--- src/include/mcd_defines.svh ---
// Purpose: constants for the microcore configuration decoder
// Assumes: 16-bit instruction words, 32-bit bus data
// Notes:   offsets are byte addresses on the register bus
`ifndef MCD_DEFINES_SVH
`define MCD_DEFINES_SVH
// register byte offsets
`define MCD_OFF_RIGHTS 8'h00
`define MCD_OFF_STATUS 8'h04
`define MCD_OFF_CTRL   8'h08
// opcode matches: (word & mask) == pattern
`define MCD_MSK_SHIFT  16'hff80
`define MCD_PAT_SHRSI  16'h2780
`define MCD_PAT_SHRI   16'h2c80
`define MCD_MSK_SEL1   16'hfffe
`define MCD_PAT_SLAB   16'h360a
`define MCD_PAT_SLSA   16'h3608
`define MCD_MSK_SLFBK  16'hfff8
`define MCD_PAT_SLFBK  16'h3640
`define MCD_MSK_STAB   16'hffc0
`define MCD_PAT_STAB   16'h3400
`define MCD_MSK_STADC  16'hfff8
`define MCD_PAT_STADC  16'h3568
`define MCD_MSK_STAL   16'hfffc
`define MCD_PAT_STAL   16'h357c
`define MCD_MSK_STCRB  16'hffe8
`define MCD_PAT_STCRB  16'h3740
// instruction field positions
`define MCD_IMM_LSB    3
`define MCD_OP1_LSB    0
`define MCD_REF_BIT    2
`define MCD_ADCM_BIT   2
`define MCD_LVL_BIT    4
`define MCD_CRB_BASE   8
// reset values
`define MCD_RST_ARITH  2'h2
`define MCD_RST_CTRL   16'h0000
`define MCD_RST_RIGHTS 8'h00
// status bit positions
`define MCD_ST_SB      16
`define MCD_ST_MO      17
`define MCD_ST_ML      18
`define MCD_ST_BUSY    19
`endif

--- src/include/mcd_pkg.sv ---
// Purpose: types of the microcore configuration decoder
// Assumes: nothing beyond the defines header
// Notes:   settings travel as one packed struct
package mcd_pkg;
  typedef enum logic [1:0] {
    MCD_SIGNED_WRAP, MCD_SIGNED_SAT, MCD_UNSIGNED_WRAP, MCD_UNSIGNED_SAT
  } mcd_arith_t;
  typedef enum logic {MCD_IDLE, MCD_SHIFTING} mcd_state_t;
  typedef struct packed {
    logic       base_from_index;
    logic [5:0] index_base_value;
    logic       spi_from_index;
    logic       fb_ref_battery;
    logic       auto_diag_on;
    logic [3:0] conversion_enable;
    mcd_arith_t arith_mode;
    logic [15:0] control_reg;
  } mcd_cfg_t;
  typedef struct packed {
    logic shifted_out_flag;
    logic shift_overflow_flag;
    logic precision_loss_flag;
  } mcd_flags_t;
endpackage

--- src/mcd_decoder.sv ---
// Purpose: decode and execute microcore configuration instructions
// Assumes: instruction words come from logic on the same clock
// Notes:   registers reached over an AHB-Lite slave, zero wait
`timescale 1ns/1ps
`include "mcd_defines.svh"

// Functional notes
// - signed immediate right shift keeps the sign bit of the target
// - signed immediate shift takes as many cycles as its immediate
// - shift amount is the 4-bit immediate field of the word
// - signed shift updates shifted-out and shift-overflow flags
// - base select: 0 dedicated base register, 1 ALU index register
// - base load writes the 6-bit indexed addressing base register
// - serial address select: 0 dedicated register, 1 index register
// - feedback select sets shared drain reference: 0 boost, 1 battery
// - diagnosis field: 00 keep, 01 unused, 10 off, 11 on
// - feedback select applies only with output drive rights
// - conversion mode per current block: 0 compare, 1 convert
// - target field picks core and channel of the current block
// - conversion mode applies only with current block access rights
// - arithmetic mode codes 00 to 11, reset value 10
// - overflow flagged in all modes, clamping only when saturating
// - arithmetic mode held in two condition register mode bits
// - control bit select 000 to 111 picks bits 8 to 15
// - level 0 low, 1 high; only the selected bit changes
// - unsigned right shift gives shifted-out and precision-loss flags
module mcd_decoder
(
  // clock, reset, enable
  input  wire logic               i_clk_sys,
  input  wire logic               i_rst,
  input  wire logic               i_ce,
  // instruction stream
  input  wire logic               i_instr_valid,
  input  wire logic [15:0]        i_instr,
  input  wire logic [15:0]        i_alu_operand,
  input  wire logic [15:0]        i_alu_index_reg,
  output logic                    o_busy,
  // shift write back
  output logic                    o_wb_valid,
  output logic [2:0]              o_wb_sel,
  output logic [15:0]             o_wb_data,
  // settings and flags
  output mcd_pkg::mcd_cfg_t       o_cfg,
  output mcd_pkg::mcd_flags_t     o_flags,
  output logic [5:0]              o_data_base,
  output logic                    o_arith_signed,
  output logic                    o_arith_saturate,
  // ahb-lite slave
  input  wire logic               hsel,
  input  wire logic [31:0]        haddr,
  input  wire logic [1:0]         htrans,
  input  wire logic               hwrite,
  input  wire logic [2:0]         hsize,
  input  wire logic [31:0]        hwdata,
  input  wire logic               hready,
  output logic                    hreadyout,
  output logic                    hresp,
  output logic [31:0]             hrdata
);
  import mcd_pkg::*;

  // opcode match helper
  function automatic logic op_is(input logic [15:0] w,
                                 input logic [15:0] msk,
                                 input logic [15:0] pat);
    op_is = (w & msk) == pat;
  endfunction

  // one right shift step, sign kept when arithmetic
  function automatic logic [15:0] shr1(input logic [15:0] v,
                                       input logic        arith);
    shr1 = {arith & v[15], v[15:1]};
  endfunction

  mcd_state_t  state_reg;
  mcd_cfg_t    cfg_reg;
  mcd_flags_t  flags_reg;
  logic [15:0] sh_val_reg;
  logic [3:0]  sh_cnt_reg;
  logic        sh_arith_reg;
  logic        sh_loss_reg;
  logic        sh_last_reg;
  logic [2:0]  sh_sel_reg;
  logic        wb_valid_reg;
  logic [15:0] wb_data_reg;
  logic [2:0]  wb_sel_reg;
  logic [7:0]  rights_reg;
  logic [31:0] rdata_reg;
  logic        bus_wr_reg;
  logic [7:0]  bus_addr_reg;

  logic        take;
  logic        is_shrsi;
  logic        is_shri;
  logic        is_slab;
  logic        is_slsa;
  logic        is_slfbk;
  logic        is_stab;
  logic        is_stadc;
  logic        is_stal;
  logic        is_stcrb;
  logic [3:0]  imm;
  logic [15:0] sh_val_next;
  logic [1:0]  tgt;
  logic        drive_ok;
  logic        block_ok;
  logic        bus_addr_ok;
  logic        bus_wr_ctrl;
  logic        bus_wr_rights;
  logic [31:0] status_word;

  // instruction decode, only when idle
  assign take     = i_instr_valid & (state_reg == MCD_IDLE);
  assign is_shrsi = take & op_is(i_instr, `MCD_MSK_SHIFT, `MCD_PAT_SHRSI);
  assign is_shri  = take & op_is(i_instr, `MCD_MSK_SHIFT, `MCD_PAT_SHRI);
  assign is_slab  = take & op_is(i_instr, `MCD_MSK_SEL1, `MCD_PAT_SLAB);
  assign is_slsa  = take & op_is(i_instr, `MCD_MSK_SEL1, `MCD_PAT_SLSA);
  assign is_slfbk = take & op_is(i_instr, `MCD_MSK_SLFBK, `MCD_PAT_SLFBK);
  assign is_stab  = take & op_is(i_instr, `MCD_MSK_STAB, `MCD_PAT_STAB);
  assign is_stadc = take & op_is(i_instr, `MCD_MSK_STADC, `MCD_PAT_STADC);
  assign is_stal  = take & op_is(i_instr, `MCD_MSK_STAL, `MCD_PAT_STAL);
  assign is_stcrb = take & op_is(i_instr, `MCD_MSK_STCRB, `MCD_PAT_STCRB);

  // immediate and target fields
  assign imm = i_instr[`MCD_IMM_LSB +: 4];
  assign tgt = i_instr[1:0];

  // access checks against software-granted rights
  assign drive_ok = rights_reg[0];
  assign block_ok = rights_reg[4 + tgt];

  // one step of the running shift
  assign sh_val_next = shr1(sh_val_reg, sh_arith_reg);

  // shift sequencer
  always_ff @(posedge i_clk_sys)
  begin
    if (i_rst)
    begin
      state_reg    <= MCD_IDLE;
      sh_val_reg   <= 16'h0000;
      sh_cnt_reg   <= 4'h0;
      sh_arith_reg <= 1'b0;
      sh_loss_reg  <= 1'b0;
      sh_last_reg  <= 1'b0;
      sh_sel_reg   <= 3'h0;
    end
    else if (i_ce)
    begin
      unique case (state_reg)
        MCD_IDLE:
        begin
          if ((is_shrsi | is_shri) && (imm != 4'h0))
          begin
            state_reg    <= MCD_SHIFTING;
            sh_val_reg   <= i_alu_operand;
            sh_cnt_reg   <= imm;
            sh_arith_reg <= is_shrsi;
            sh_loss_reg  <= 1'b0;
            sh_last_reg  <= 1'b0;
            sh_sel_reg   <= i_instr[`MCD_OP1_LSB +: 3];
          end
        end
        MCD_SHIFTING:
        begin
          sh_val_reg  <= sh_val_next;
          sh_last_reg <= sh_val_reg[0];
          sh_loss_reg <= sh_loss_reg | sh_val_reg[0];
          sh_cnt_reg  <= sh_cnt_reg - 4'h1;
          if (sh_cnt_reg == 4'h1)
          begin
            state_reg <= MCD_IDLE;
          end
        end
      endcase
    end
  end

  // result write back, one-cycle pulse
  always_ff @(posedge i_clk_sys)
  begin
    if (i_rst)
    begin
      wb_valid_reg <= 1'b0;
      wb_data_reg  <= 16'h0000;
      wb_sel_reg   <= 3'h0;
    end
    else if (i_ce)
    begin
      wb_valid_reg <= 1'b0;
      if ((is_shrsi | is_shri) && (imm == 4'h0))
      begin
        wb_valid_reg <= 1'b1; // zero shift: value unchanged
        wb_data_reg  <= i_alu_operand;
        wb_sel_reg   <= i_instr[`MCD_OP1_LSB +: 3];
      end
      else if ((state_reg == MCD_SHIFTING) && (sh_cnt_reg == 4'h1))
      begin
        wb_valid_reg <= 1'b1;
        wb_data_reg  <= sh_val_next;
        wb_sel_reg   <= sh_sel_reg;
      end
    end
  end

  // condition flags of the right-shift family
  always_ff @(posedge i_clk_sys)
  begin
    if (i_rst)
    begin
      flags_reg <= '0;
    end
    else if (i_ce)
    begin
      if ((is_shrsi | is_shri) && (imm == 4'h0))
      begin
        flags_reg <= '0;
      end
      else if ((state_reg == MCD_SHIFTING) && (sh_cnt_reg == 4'h1))
      begin
        flags_reg.shifted_out_flag <= sh_val_reg[0];
        flags_reg.shift_overflow_flag <=
          sh_arith_reg & (sh_loss_reg | sh_val_reg[0]);
        flags_reg.precision_loss_flag <=
          ~sh_arith_reg & (sh_loss_reg | sh_val_reg[0]);
      end
    end
  end

  // addressing, reference and control settings, one cycle each
  always_ff @(posedge i_clk_sys)
  begin
    if (i_rst)
    begin
      cfg_reg.control_reg      <= `MCD_RST_CTRL;
      cfg_reg.base_from_index  <= 1'b0;
      cfg_reg.index_base_value <= 6'h00;
      cfg_reg.spi_from_index   <= 1'b0;
      cfg_reg.fb_ref_battery   <= 1'b0;
      cfg_reg.auto_diag_on     <= 1'b0;
      cfg_reg.conversion_enable <= 4'h0;
      cfg_reg.arith_mode       <= mcd_arith_t'(`MCD_RST_ARITH);
    end
    else if (i_ce)
    begin
      if (is_slab)
      begin
        cfg_reg.base_from_index <= i_instr[0];
      end
      if (is_stab)
      begin
        cfg_reg.index_base_value <= i_instr[5:0];
      end
      if (is_slsa)
      begin
        cfg_reg.spi_from_index <= i_instr[0];
      end
      if (is_slfbk && drive_ok)
      begin
        cfg_reg.fb_ref_battery <= i_instr[`MCD_REF_BIT];
        if (i_instr[1])
        begin
          cfg_reg.auto_diag_on <= i_instr[0];
        end
      end
      if (is_stadc && block_ok)
      begin
        cfg_reg.conversion_enable[tgt] <=
          i_instr[`MCD_ADCM_BIT];
      end
      if (is_stal)
      begin
        cfg_reg.arith_mode <= mcd_arith_t'(i_instr[1:0]);
      end
      if (bus_wr_ctrl)
      begin
        cfg_reg.control_reg <= hwdata[15:0];
      end
      if (is_stcrb) // instruction bit beats a bus write
      begin
        cfg_reg.control_reg[`MCD_CRB_BASE + i_instr[2:0]] <=
          i_instr[`MCD_LVL_BIT];
      end
    end
  end

  // bus address phase capture
  assign bus_addr_ok = hsel & hready & htrans[1];
  always_ff @(posedge i_clk_sys)
  begin
    if (i_rst)
    begin
      bus_wr_reg   <= 1'b0;
      bus_addr_reg <= 8'h00;
    end
    else if (i_ce)
    begin
      if (hready)
      begin
        bus_wr_reg   <= bus_addr_ok & hwrite;
        bus_addr_reg <= haddr[7:0];
      end
    end
  end

  // bus data phase write strobes
  assign bus_wr_ctrl   = bus_wr_reg & (bus_addr_reg == `MCD_OFF_CTRL);
  assign bus_wr_rights = bus_wr_reg & (bus_addr_reg == `MCD_OFF_RIGHTS);

  // access rights register
  always_ff @(posedge i_clk_sys)
  begin
    if (i_rst)
    begin
      rights_reg <= `MCD_RST_RIGHTS;
    end
    else if (i_ce && bus_wr_rights)
    begin
      rights_reg <= hwdata[7:0] & 8'hf1;
    end
  end

  // status word of the block's own state
  always_comb
  begin
    status_word = 32'h0000_0000;
    status_word[1:0] = cfg_reg.arith_mode;
    status_word[2] = cfg_reg.base_from_index;
    status_word[3] = cfg_reg.spi_from_index;
    status_word[4] = cfg_reg.fb_ref_battery;
    status_word[5] = cfg_reg.auto_diag_on;
    status_word[9:6] = cfg_reg.conversion_enable;
    status_word[15:10] = cfg_reg.index_base_value;
    status_word[`MCD_ST_SB] = flags_reg.shifted_out_flag;
    status_word[`MCD_ST_MO] = flags_reg.shift_overflow_flag;
    status_word[`MCD_ST_ML] = flags_reg.precision_loss_flag;
    status_word[`MCD_ST_BUSY] = (state_reg == MCD_SHIFTING);
  end

  // read data registered at the address phase
  always_ff @(posedge i_clk_sys)
  begin
    if (i_rst)
    begin
      rdata_reg <= 32'h0000_0000;
    end
    else if (i_ce && hready)
    begin
      rdata_reg <= 32'h0000_0000;
      if (bus_addr_ok && !hwrite)
      begin
        unique case (haddr[7:0])
          `MCD_OFF_RIGHTS: rdata_reg <= {24'h000000, rights_reg};
          `MCD_OFF_STATUS: rdata_reg <= status_word;
          `MCD_OFF_CTRL:   rdata_reg <= {16'h0000, cfg_reg.control_reg};
          default:         rdata_reg <= 32'h0000_0000;
        endcase
      end
    end
  end

  // bus answers: never waits, always okay
  assign hreadyout = 1'b1;
  assign hresp     = 1'b0;
  assign hrdata    = rdata_reg;

  // datapath outputs
  assign o_busy      = (state_reg == MCD_SHIFTING);
  assign o_wb_valid  = wb_valid_reg;
  assign o_wb_sel    = wb_sel_reg;
  assign o_wb_data   = wb_data_reg;
  assign o_cfg       = cfg_reg;
  assign o_flags     = flags_reg;
  assign o_data_base = cfg_reg.base_from_index ?
                       i_alu_index_reg[5:0] :
                       cfg_reg.index_base_value;

  // mode decode for the alu: overflow always, clamp when saturating
  assign o_arith_signed   = ~cfg_reg.arith_mode[1];
  assign o_arith_saturate = cfg_reg.arith_mode[0];
endmodule
--- config.mk ---
export PLATFORM = sky130hd
export DESIGN_NAME = mcd_decoder
export DESIGN_NICKNAME = d
export VERILOG_FILES = /design/src/include/mcd_pkg.sv /design/src/mcd_decoder.sv
export VERILOG_INCLUDE_DIRS = /design/src /design/src/include
export SDC_FILE = /design/constraint.sdc
export NUM_CORES = 1
export LEC_CHECK = 0
export ABC_CLOCK_PERIOD_IN_PS = 2000
export BUFFER_PORTS_ARGS = -buffer_cell sky130_fd_sc_hd__buf_2
export CORE_ASPECT_RATIO = 0.7
export CORE_MARGIN = 4
export CORE_UTILIZATION = 49
export CTS_CLUSTER_SIZE = 8
export DETAILED_ROUTE_END_ITERATION = 16
export PLACE_DENSITY = 0.77
export SLEW_MARGIN = 30
export SYNTH_ARGS = -nofsm -noshare
export SYNTH_HDL_FRONTEND = slang
export SYNTH_SLANG_ARGS = --single-unit
--- constraint.sdc ---
create_clock -name i_clk_sys -period 2 [get_ports i_clk_sys]
set_clock_uncertainty 0.05 [all_clocks]
set_input_delay 0.2 -clock i_clk_sys [delete_from_list [all_inputs] [get_ports i_clk_sys]]
set_output_delay 0.2 -clock i_clk_sys [all_outputs]
set_load 0.02 [all_outputs]
### Yosys cells after proc, flatten, opt, wreduce, memory -nomap -nowiden

Cells that the tools add are included.
W data, S select, Z words.

* bits in latches: 0
* bits in read-only memories: 0
* memories kept: 0
* output and inout port bits: 98
* register bits: 127
* word-level logic and storage cells: 128
* RAM bits: 0

* $add $sub $neg: 3
* order comparisons: 5
* div/mod/pow operators: 0
* $mul: 0
* shift operators: 0
* mux-type cells: 32
* bitwise logic cells: 23
* reductions and logical operators: 27
* equality and inequality tests: 14

Operators with widths (number)
* $mux W16: 7
* $pmux W20 S3: 1
* $pmux W16 S2: 1
* $eq A15 B13 Y1 const B: 2
* $eq A13 B11 Y1 const B: 2
* $mux W20: 1
* $and A1 B1 Y1: 18
* $eq A9 B7 Y1 const B: 2
* $reduce_and A2 Y1: 9
* $bwmux W16: 1
* $eq A8 B4 Y1 const B: 2
* $logic_not A8 Y1: 2
* $eq A14 B12 Y1 const B: 1
* $eq A12 B10 Y1 const B: 1
* $mux W3: 4
* $eq A10 B8 Y1 const B: 1
* $logic_and A1 B1 Y1: 10
* $eq A8 B3 Y1 const B: 1
* $mux W1: 8
* $pmux W4 S2: 1
* $mux W6: 1
* $reduce_and A3 Y1: 2
* $add A4 B3 Y5 const A: 1
* $ge A5 B1 Y1 const B: 1
* other kinds (20): 24

### Logic depth before layout (Yosys ltp)

* depth in word-level cells: 7
* gate-level depth with buffers: 7

### Worst setup path before layout

OpenSTA, ideal clock, no wires.

* kind: reg2reg
* start point: reg state_reg, in the netlist o_busy
* end point: reg wb_data_reg[10], in the netlist o_wb_data[10]
* data arrival time: 1.658 ns
* buffers on the path: 2
* stages on the path, launching flop included: 7
* path slack: 0.188 ns
* clock period less this slack: 1.812 ns
* cells stage by stage: dfxtp_1 nor4bb_1 buf_4 o2111a_2 a21oi_4 buf_6 a2111oi_2

* longest elaborated chain between the ends: 7
* elaborated cells on any way between the ends: 10

RTL lines
* start, declared: line mcd_decoder.sv:76 `mcd_state_t state_reg;`
* start signal, assigned: line mcd_decoder.sv:141 `state_reg <= MCD_IDLE;`
* start signal, assigned: line mcd_decoder.sv:156 `state_reg <= MCD_SHIFTING;`
* start signal, assigned: line mcd_decoder.sv:173 `state_reg <= MCD_IDLE;`
* $not A1 Y1 (no source line)
* $and A1 B1 Y1: line mcd_decoder.sv:114 `assign take = i_instr_valid & (state_reg == MCD_IDLE);`
* $and A1 B1 Y1, on equally long branches: line mcd_decoder.sv:115, mcd_decoder.sv:116
* $or A1 B1 Y1: line mcd_decoder.sv:192 `if ((is_shrsi | is_shri) && (imm == 4'h0))`
* $logic_and A1 B1 Y1: line mcd_decoder.sv:192
* $reduce_bool A2 Y1 (no source line)
* $reduce_and A2 Y1 (no source line)
* end signal, assigned: line mcd_decoder.sv:195 `wb_data_reg <= i_alu_operand;`
* end signal, assigned: line mcd_decoder.sv:201 `wb_data_reg <= sh_val_next;`
* end, declared: line mcd_decoder.sv:86 `logic [15:0] wb_data_reg;`

Parallel ways exist; a longest one is shown, timed or not.
A chain may end at the register's enable or synchronous reset.

### Worst setup path in the final report

* start point: reg state_reg, in the netlist o_busy
* end point: reg wb_sel_reg[0], in the netlist o_wb_sel[0]

* longest elaborated chain between the ends: 7
* elaborated cells on any way between the ends: 10

RTL lines
* $not A1 Y1 (no source line)
* $and A1 B1 Y1: line mcd_decoder.sv:114
* $and A1 B1 Y1, on equally long branches: line mcd_decoder.sv:115, mcd_decoder.sv:116
* $or A1 B1 Y1: line mcd_decoder.sv:192
* $logic_and A1 B1 Y1: line mcd_decoder.sv:192
* $reduce_bool A2 Y1 (no source line)
* $reduce_and A2 Y1 (no source line)
* end signal, assigned: line mcd_decoder.sv:196 `` wb_sel_reg <= i_instr[`MCD_OP1_LSB +: 3]; ``
* end signal, assigned: line mcd_decoder.sv:202 `wb_sel_reg <= sh_sel_reg;`
* end, declared: line mcd_decoder.sv:87 `logic [2:0] wb_sel_reg;`

Parallel ways exist; a longest one is shown, timed or not.

==> flow_summary.ini <==
[status]
status = complete, no violations

[critical_path]
worstReg2RegStart = o_busy
crit_type = reg -> reg
rr_worst_depth = 7
cp.arrival_ns = 2.11
worstSetupStartpoint = o_busy
r2r_end = o_wb_sel[0]
critPathMaxFanout = 20
cp-start-kind = flip-flop
cp.required_ns = 2.23
cp-end-kind = flip-flop
r2r_setup_slack_ns = 0.12

[clock_tree]
root_buffer = clkbuf_16
clock_latency_ns = 0.41
clock_path_buffers = 2
htree_levels = 4
clock-sinks = 115
clk_pin_slew_ns = 0.06
cts_made_buffers = 17
tritoncts = yes

[yosys]
syn_area_um2 = 5698
synth_cell_types = 67
syn-instance-count = 636
yosys_warnings = 0
ys_ff_latch = 115
ys_dominant_reg_cell = dfxtp_1
async_flop_share_pct = 0
syn_avg_cell_area_um2 = 8.959
synth-edff-count = 0
ys_seq_area_share_pct = 40.40

[power_and_ir_drop]
ir_drop_uv = 661.7
pwr_density_cell_nw_per_um2 = 792.8
power_leakage_nw = 3.196

[placed_design]
port_buffers = 153
place_congestion = 0.8545
placed_cells = 919
hpwl_um = 12580
placed_area_um2 = 6620

[run]
drv_cap = 0

[final_layout]
fin_cells = 958
n_antenna_cell = 0
design_area_um2 = 7357
largest_reg_flops = 31
areaGrowthSynthToFinish_pct = 29.12
drive_above_1_share_pct = 31.43
nNetsFinal = 918

[floorplanning]
die-width_um = 136.9
start_util_pct = 51.01
die_y_um = 98.22
core.rowCount = 32
boundaryPins = 222
dieArea_um2 = 13450
coreArea_um2 = 11170

[timing]
finalMaxSlewViolations = 0
setup_tns_ns = 0
fmax_mhz = 530.9
layout_min_cycle_time_ns = 1.884
grt_setup_unrepaired = no
relSlewSlack_pct = 40.87
worstMarginPinSlew_ns = 0.8852
min_period_over_period_pct = 94.18
hold_viol = 0
setup_viol = 0

[route]
totalWireLength_um = 17630
postRouteAntennaNets = 0
drc = 0
dr.pass1.iters = 5
viasPerCell = 5.905
vias = 5657
wl_per_cell_um = 18.40
drt_iter0_markers = 581

[global_route]
grt_pass1_wl_um = 27790
grt-ovfl-total = 0
grt_antenna_before_repair = 0
grt.total_usage_pct = 25.43
grt_max_degree = 62
grt_pass1_vias = 5399

[hold_path]
worstHoldPathCells = 3
hold_class = in -> reg
hold_end = rights_reg[0]
hold_start = hwdata[0]
kinds of logic (layout without fill, tap and decap cells):
family	Yosys count	in the layout	share of synthesized area, %
adders and majority gates	2	2	0.4391
and+or+nand+nor	202	202	18.53
DFF	115	115	40.40
muxes	59	59	10.58
other	2	14	0.1318
buffers and inverters	91	248	7.554
AOI/OAI and AO/OA	165	165	22.35
how the worst max path moves through the flow:
stage | end | slack (ns)
4_1_cts | o_wb_sel[0] | 0.06
3_3_place_gp | o_wb_data[1] | 0.09
2_1_floorplan | o_wb_data[10] | 0.19
5_1_grt | o_wb_data[14] | 0.01
3_5_place_dp | o_wb_data[4] | 0.03
6_report | o_wb_sel[0] | 0.12
cell type report:
cell class	instances	area, µm²
clock buffer	18	439.2
tap	153	191.4
fill	910	3814
inverter	26	97.59
multi-input combinational	442	3059
sequential	115	2302
clock inverter	14	178.9
timing repair buffer	190	1089
metal layers:
layer  global-route usage [%]  up-vias  routed length [µm]
met3                    3.347       29                1612
li1                         -     2644                   -
met1                    37.03     2690                7943
met2                    38.83      294                7767
met5                        0        -                   0
met4                    8.436        0                 306
power breakdown:
part	switching, W	internal [W]
Sequential	0.00000684	0.00230
Combinational	0.000237	0.000126
Clock	0.00116	0.00201
through the flow:
step / hold slack [ns] / util (%) / total power, W / worst slack, ns
after floorplan: 0.2860 / - / 0.002563 / 0.1883
after global placement: 0.3910 / 59.26 / 0.002684 / 0.08739
after detailed placement: 0.3926 / 59.26 / 0.002694 / 0.03354
after CTS: 0.001517 / 65.47 / 0.005839 / 0.05654
after global routing: 0.006230 / 65.86 / 0.005995 / 0.01292
final: 0.01696 / 65.86 / 0.005833 / 0.1165
timing repair:
action                     4_1_cts  5_1_grt
hold buffers                     7        0
pin swaps                        0        1
gates resized for setup          1       11
setup buffers                    0        0
hold endpoints to repair         7        0
setup endpoints to repair        1       27
cell usage after synthesis (4+ instances only):
| cell | number | area, µm² |
|---|---|---|
| o211ai_1 | 4 | 30.03 |
| a21oi_1 | 39 | 195.2 |
| o31ai_1 | 4 | 30.03 |
| buf_4 | 17 | 127.6 |
| buf_2 | 14 | 70.07 |
| a22o_1 | 11 | 96.34 |
| mux2i_1 | 49 | 490.5 |
| a2111oi_2 | 7 | 105.1 |
| a21o_1 | 4 | 30.03 |
| a2111oi_0 | 10 | 87.58 |
| a21boi_0 | 5 | 37.54 |
| nor4b_1 | 4 | 35.03 |
| nand3_1 | 10 | 50.05 |
| nand2_1 | 43 | 161.4 |
| nor2_1 | 55 | 206.5 |
| dfxtp_1 | 115 | 2302 |
| nor4_1 | 5 | 31.28 |
| a22oi_1 | 21 | 157.7 |
| o21ai_0 | 9 | 45.04 |
| nor2b_1 | 6 | 37.54 |
| nor3_1 | 38 | 190.2 |
| inv_1 | 26 | 97.59 |
| clkbuf_1 | 30 | 112.6 |
| mux2_2 | 10 | 112.6 |
| nand4_1 | 9 | 56.30 |
| a32o_1 | 4 | 40.04 |
| a211oi_1 | 20 | 150.1 |
| a32oi_1 | 4 | 35.03 |
cells in the final DEF (no fill, tap or decap), drive strengths merged, types with 6 or more instances in the layout:
master       instances
buf                183
a211oi              20
nand2               44
a22oi               21
a22o                11
o21ai               11
a21oi               40
dfxtp              115
conb                14
nor3                38
clkbuf              18
inv                 29
nor2b                6
mux2i               49
mux2                10
nand3               10
nor2                55
nand4                9
nor4                 7
dlygate4sd3          7
a2111oi             19
critical path, stage by stage (launching register included):
cell and delay (ns):
dfxtp_1 0.32, buf_4 0.18, and2_1 0.18, buf_4 0.21, nand3_1 0.13, buf_4 0.23
a21oi_1 0.07, a2111oi_1 0.37
Power figures use the tool's default switching activity.
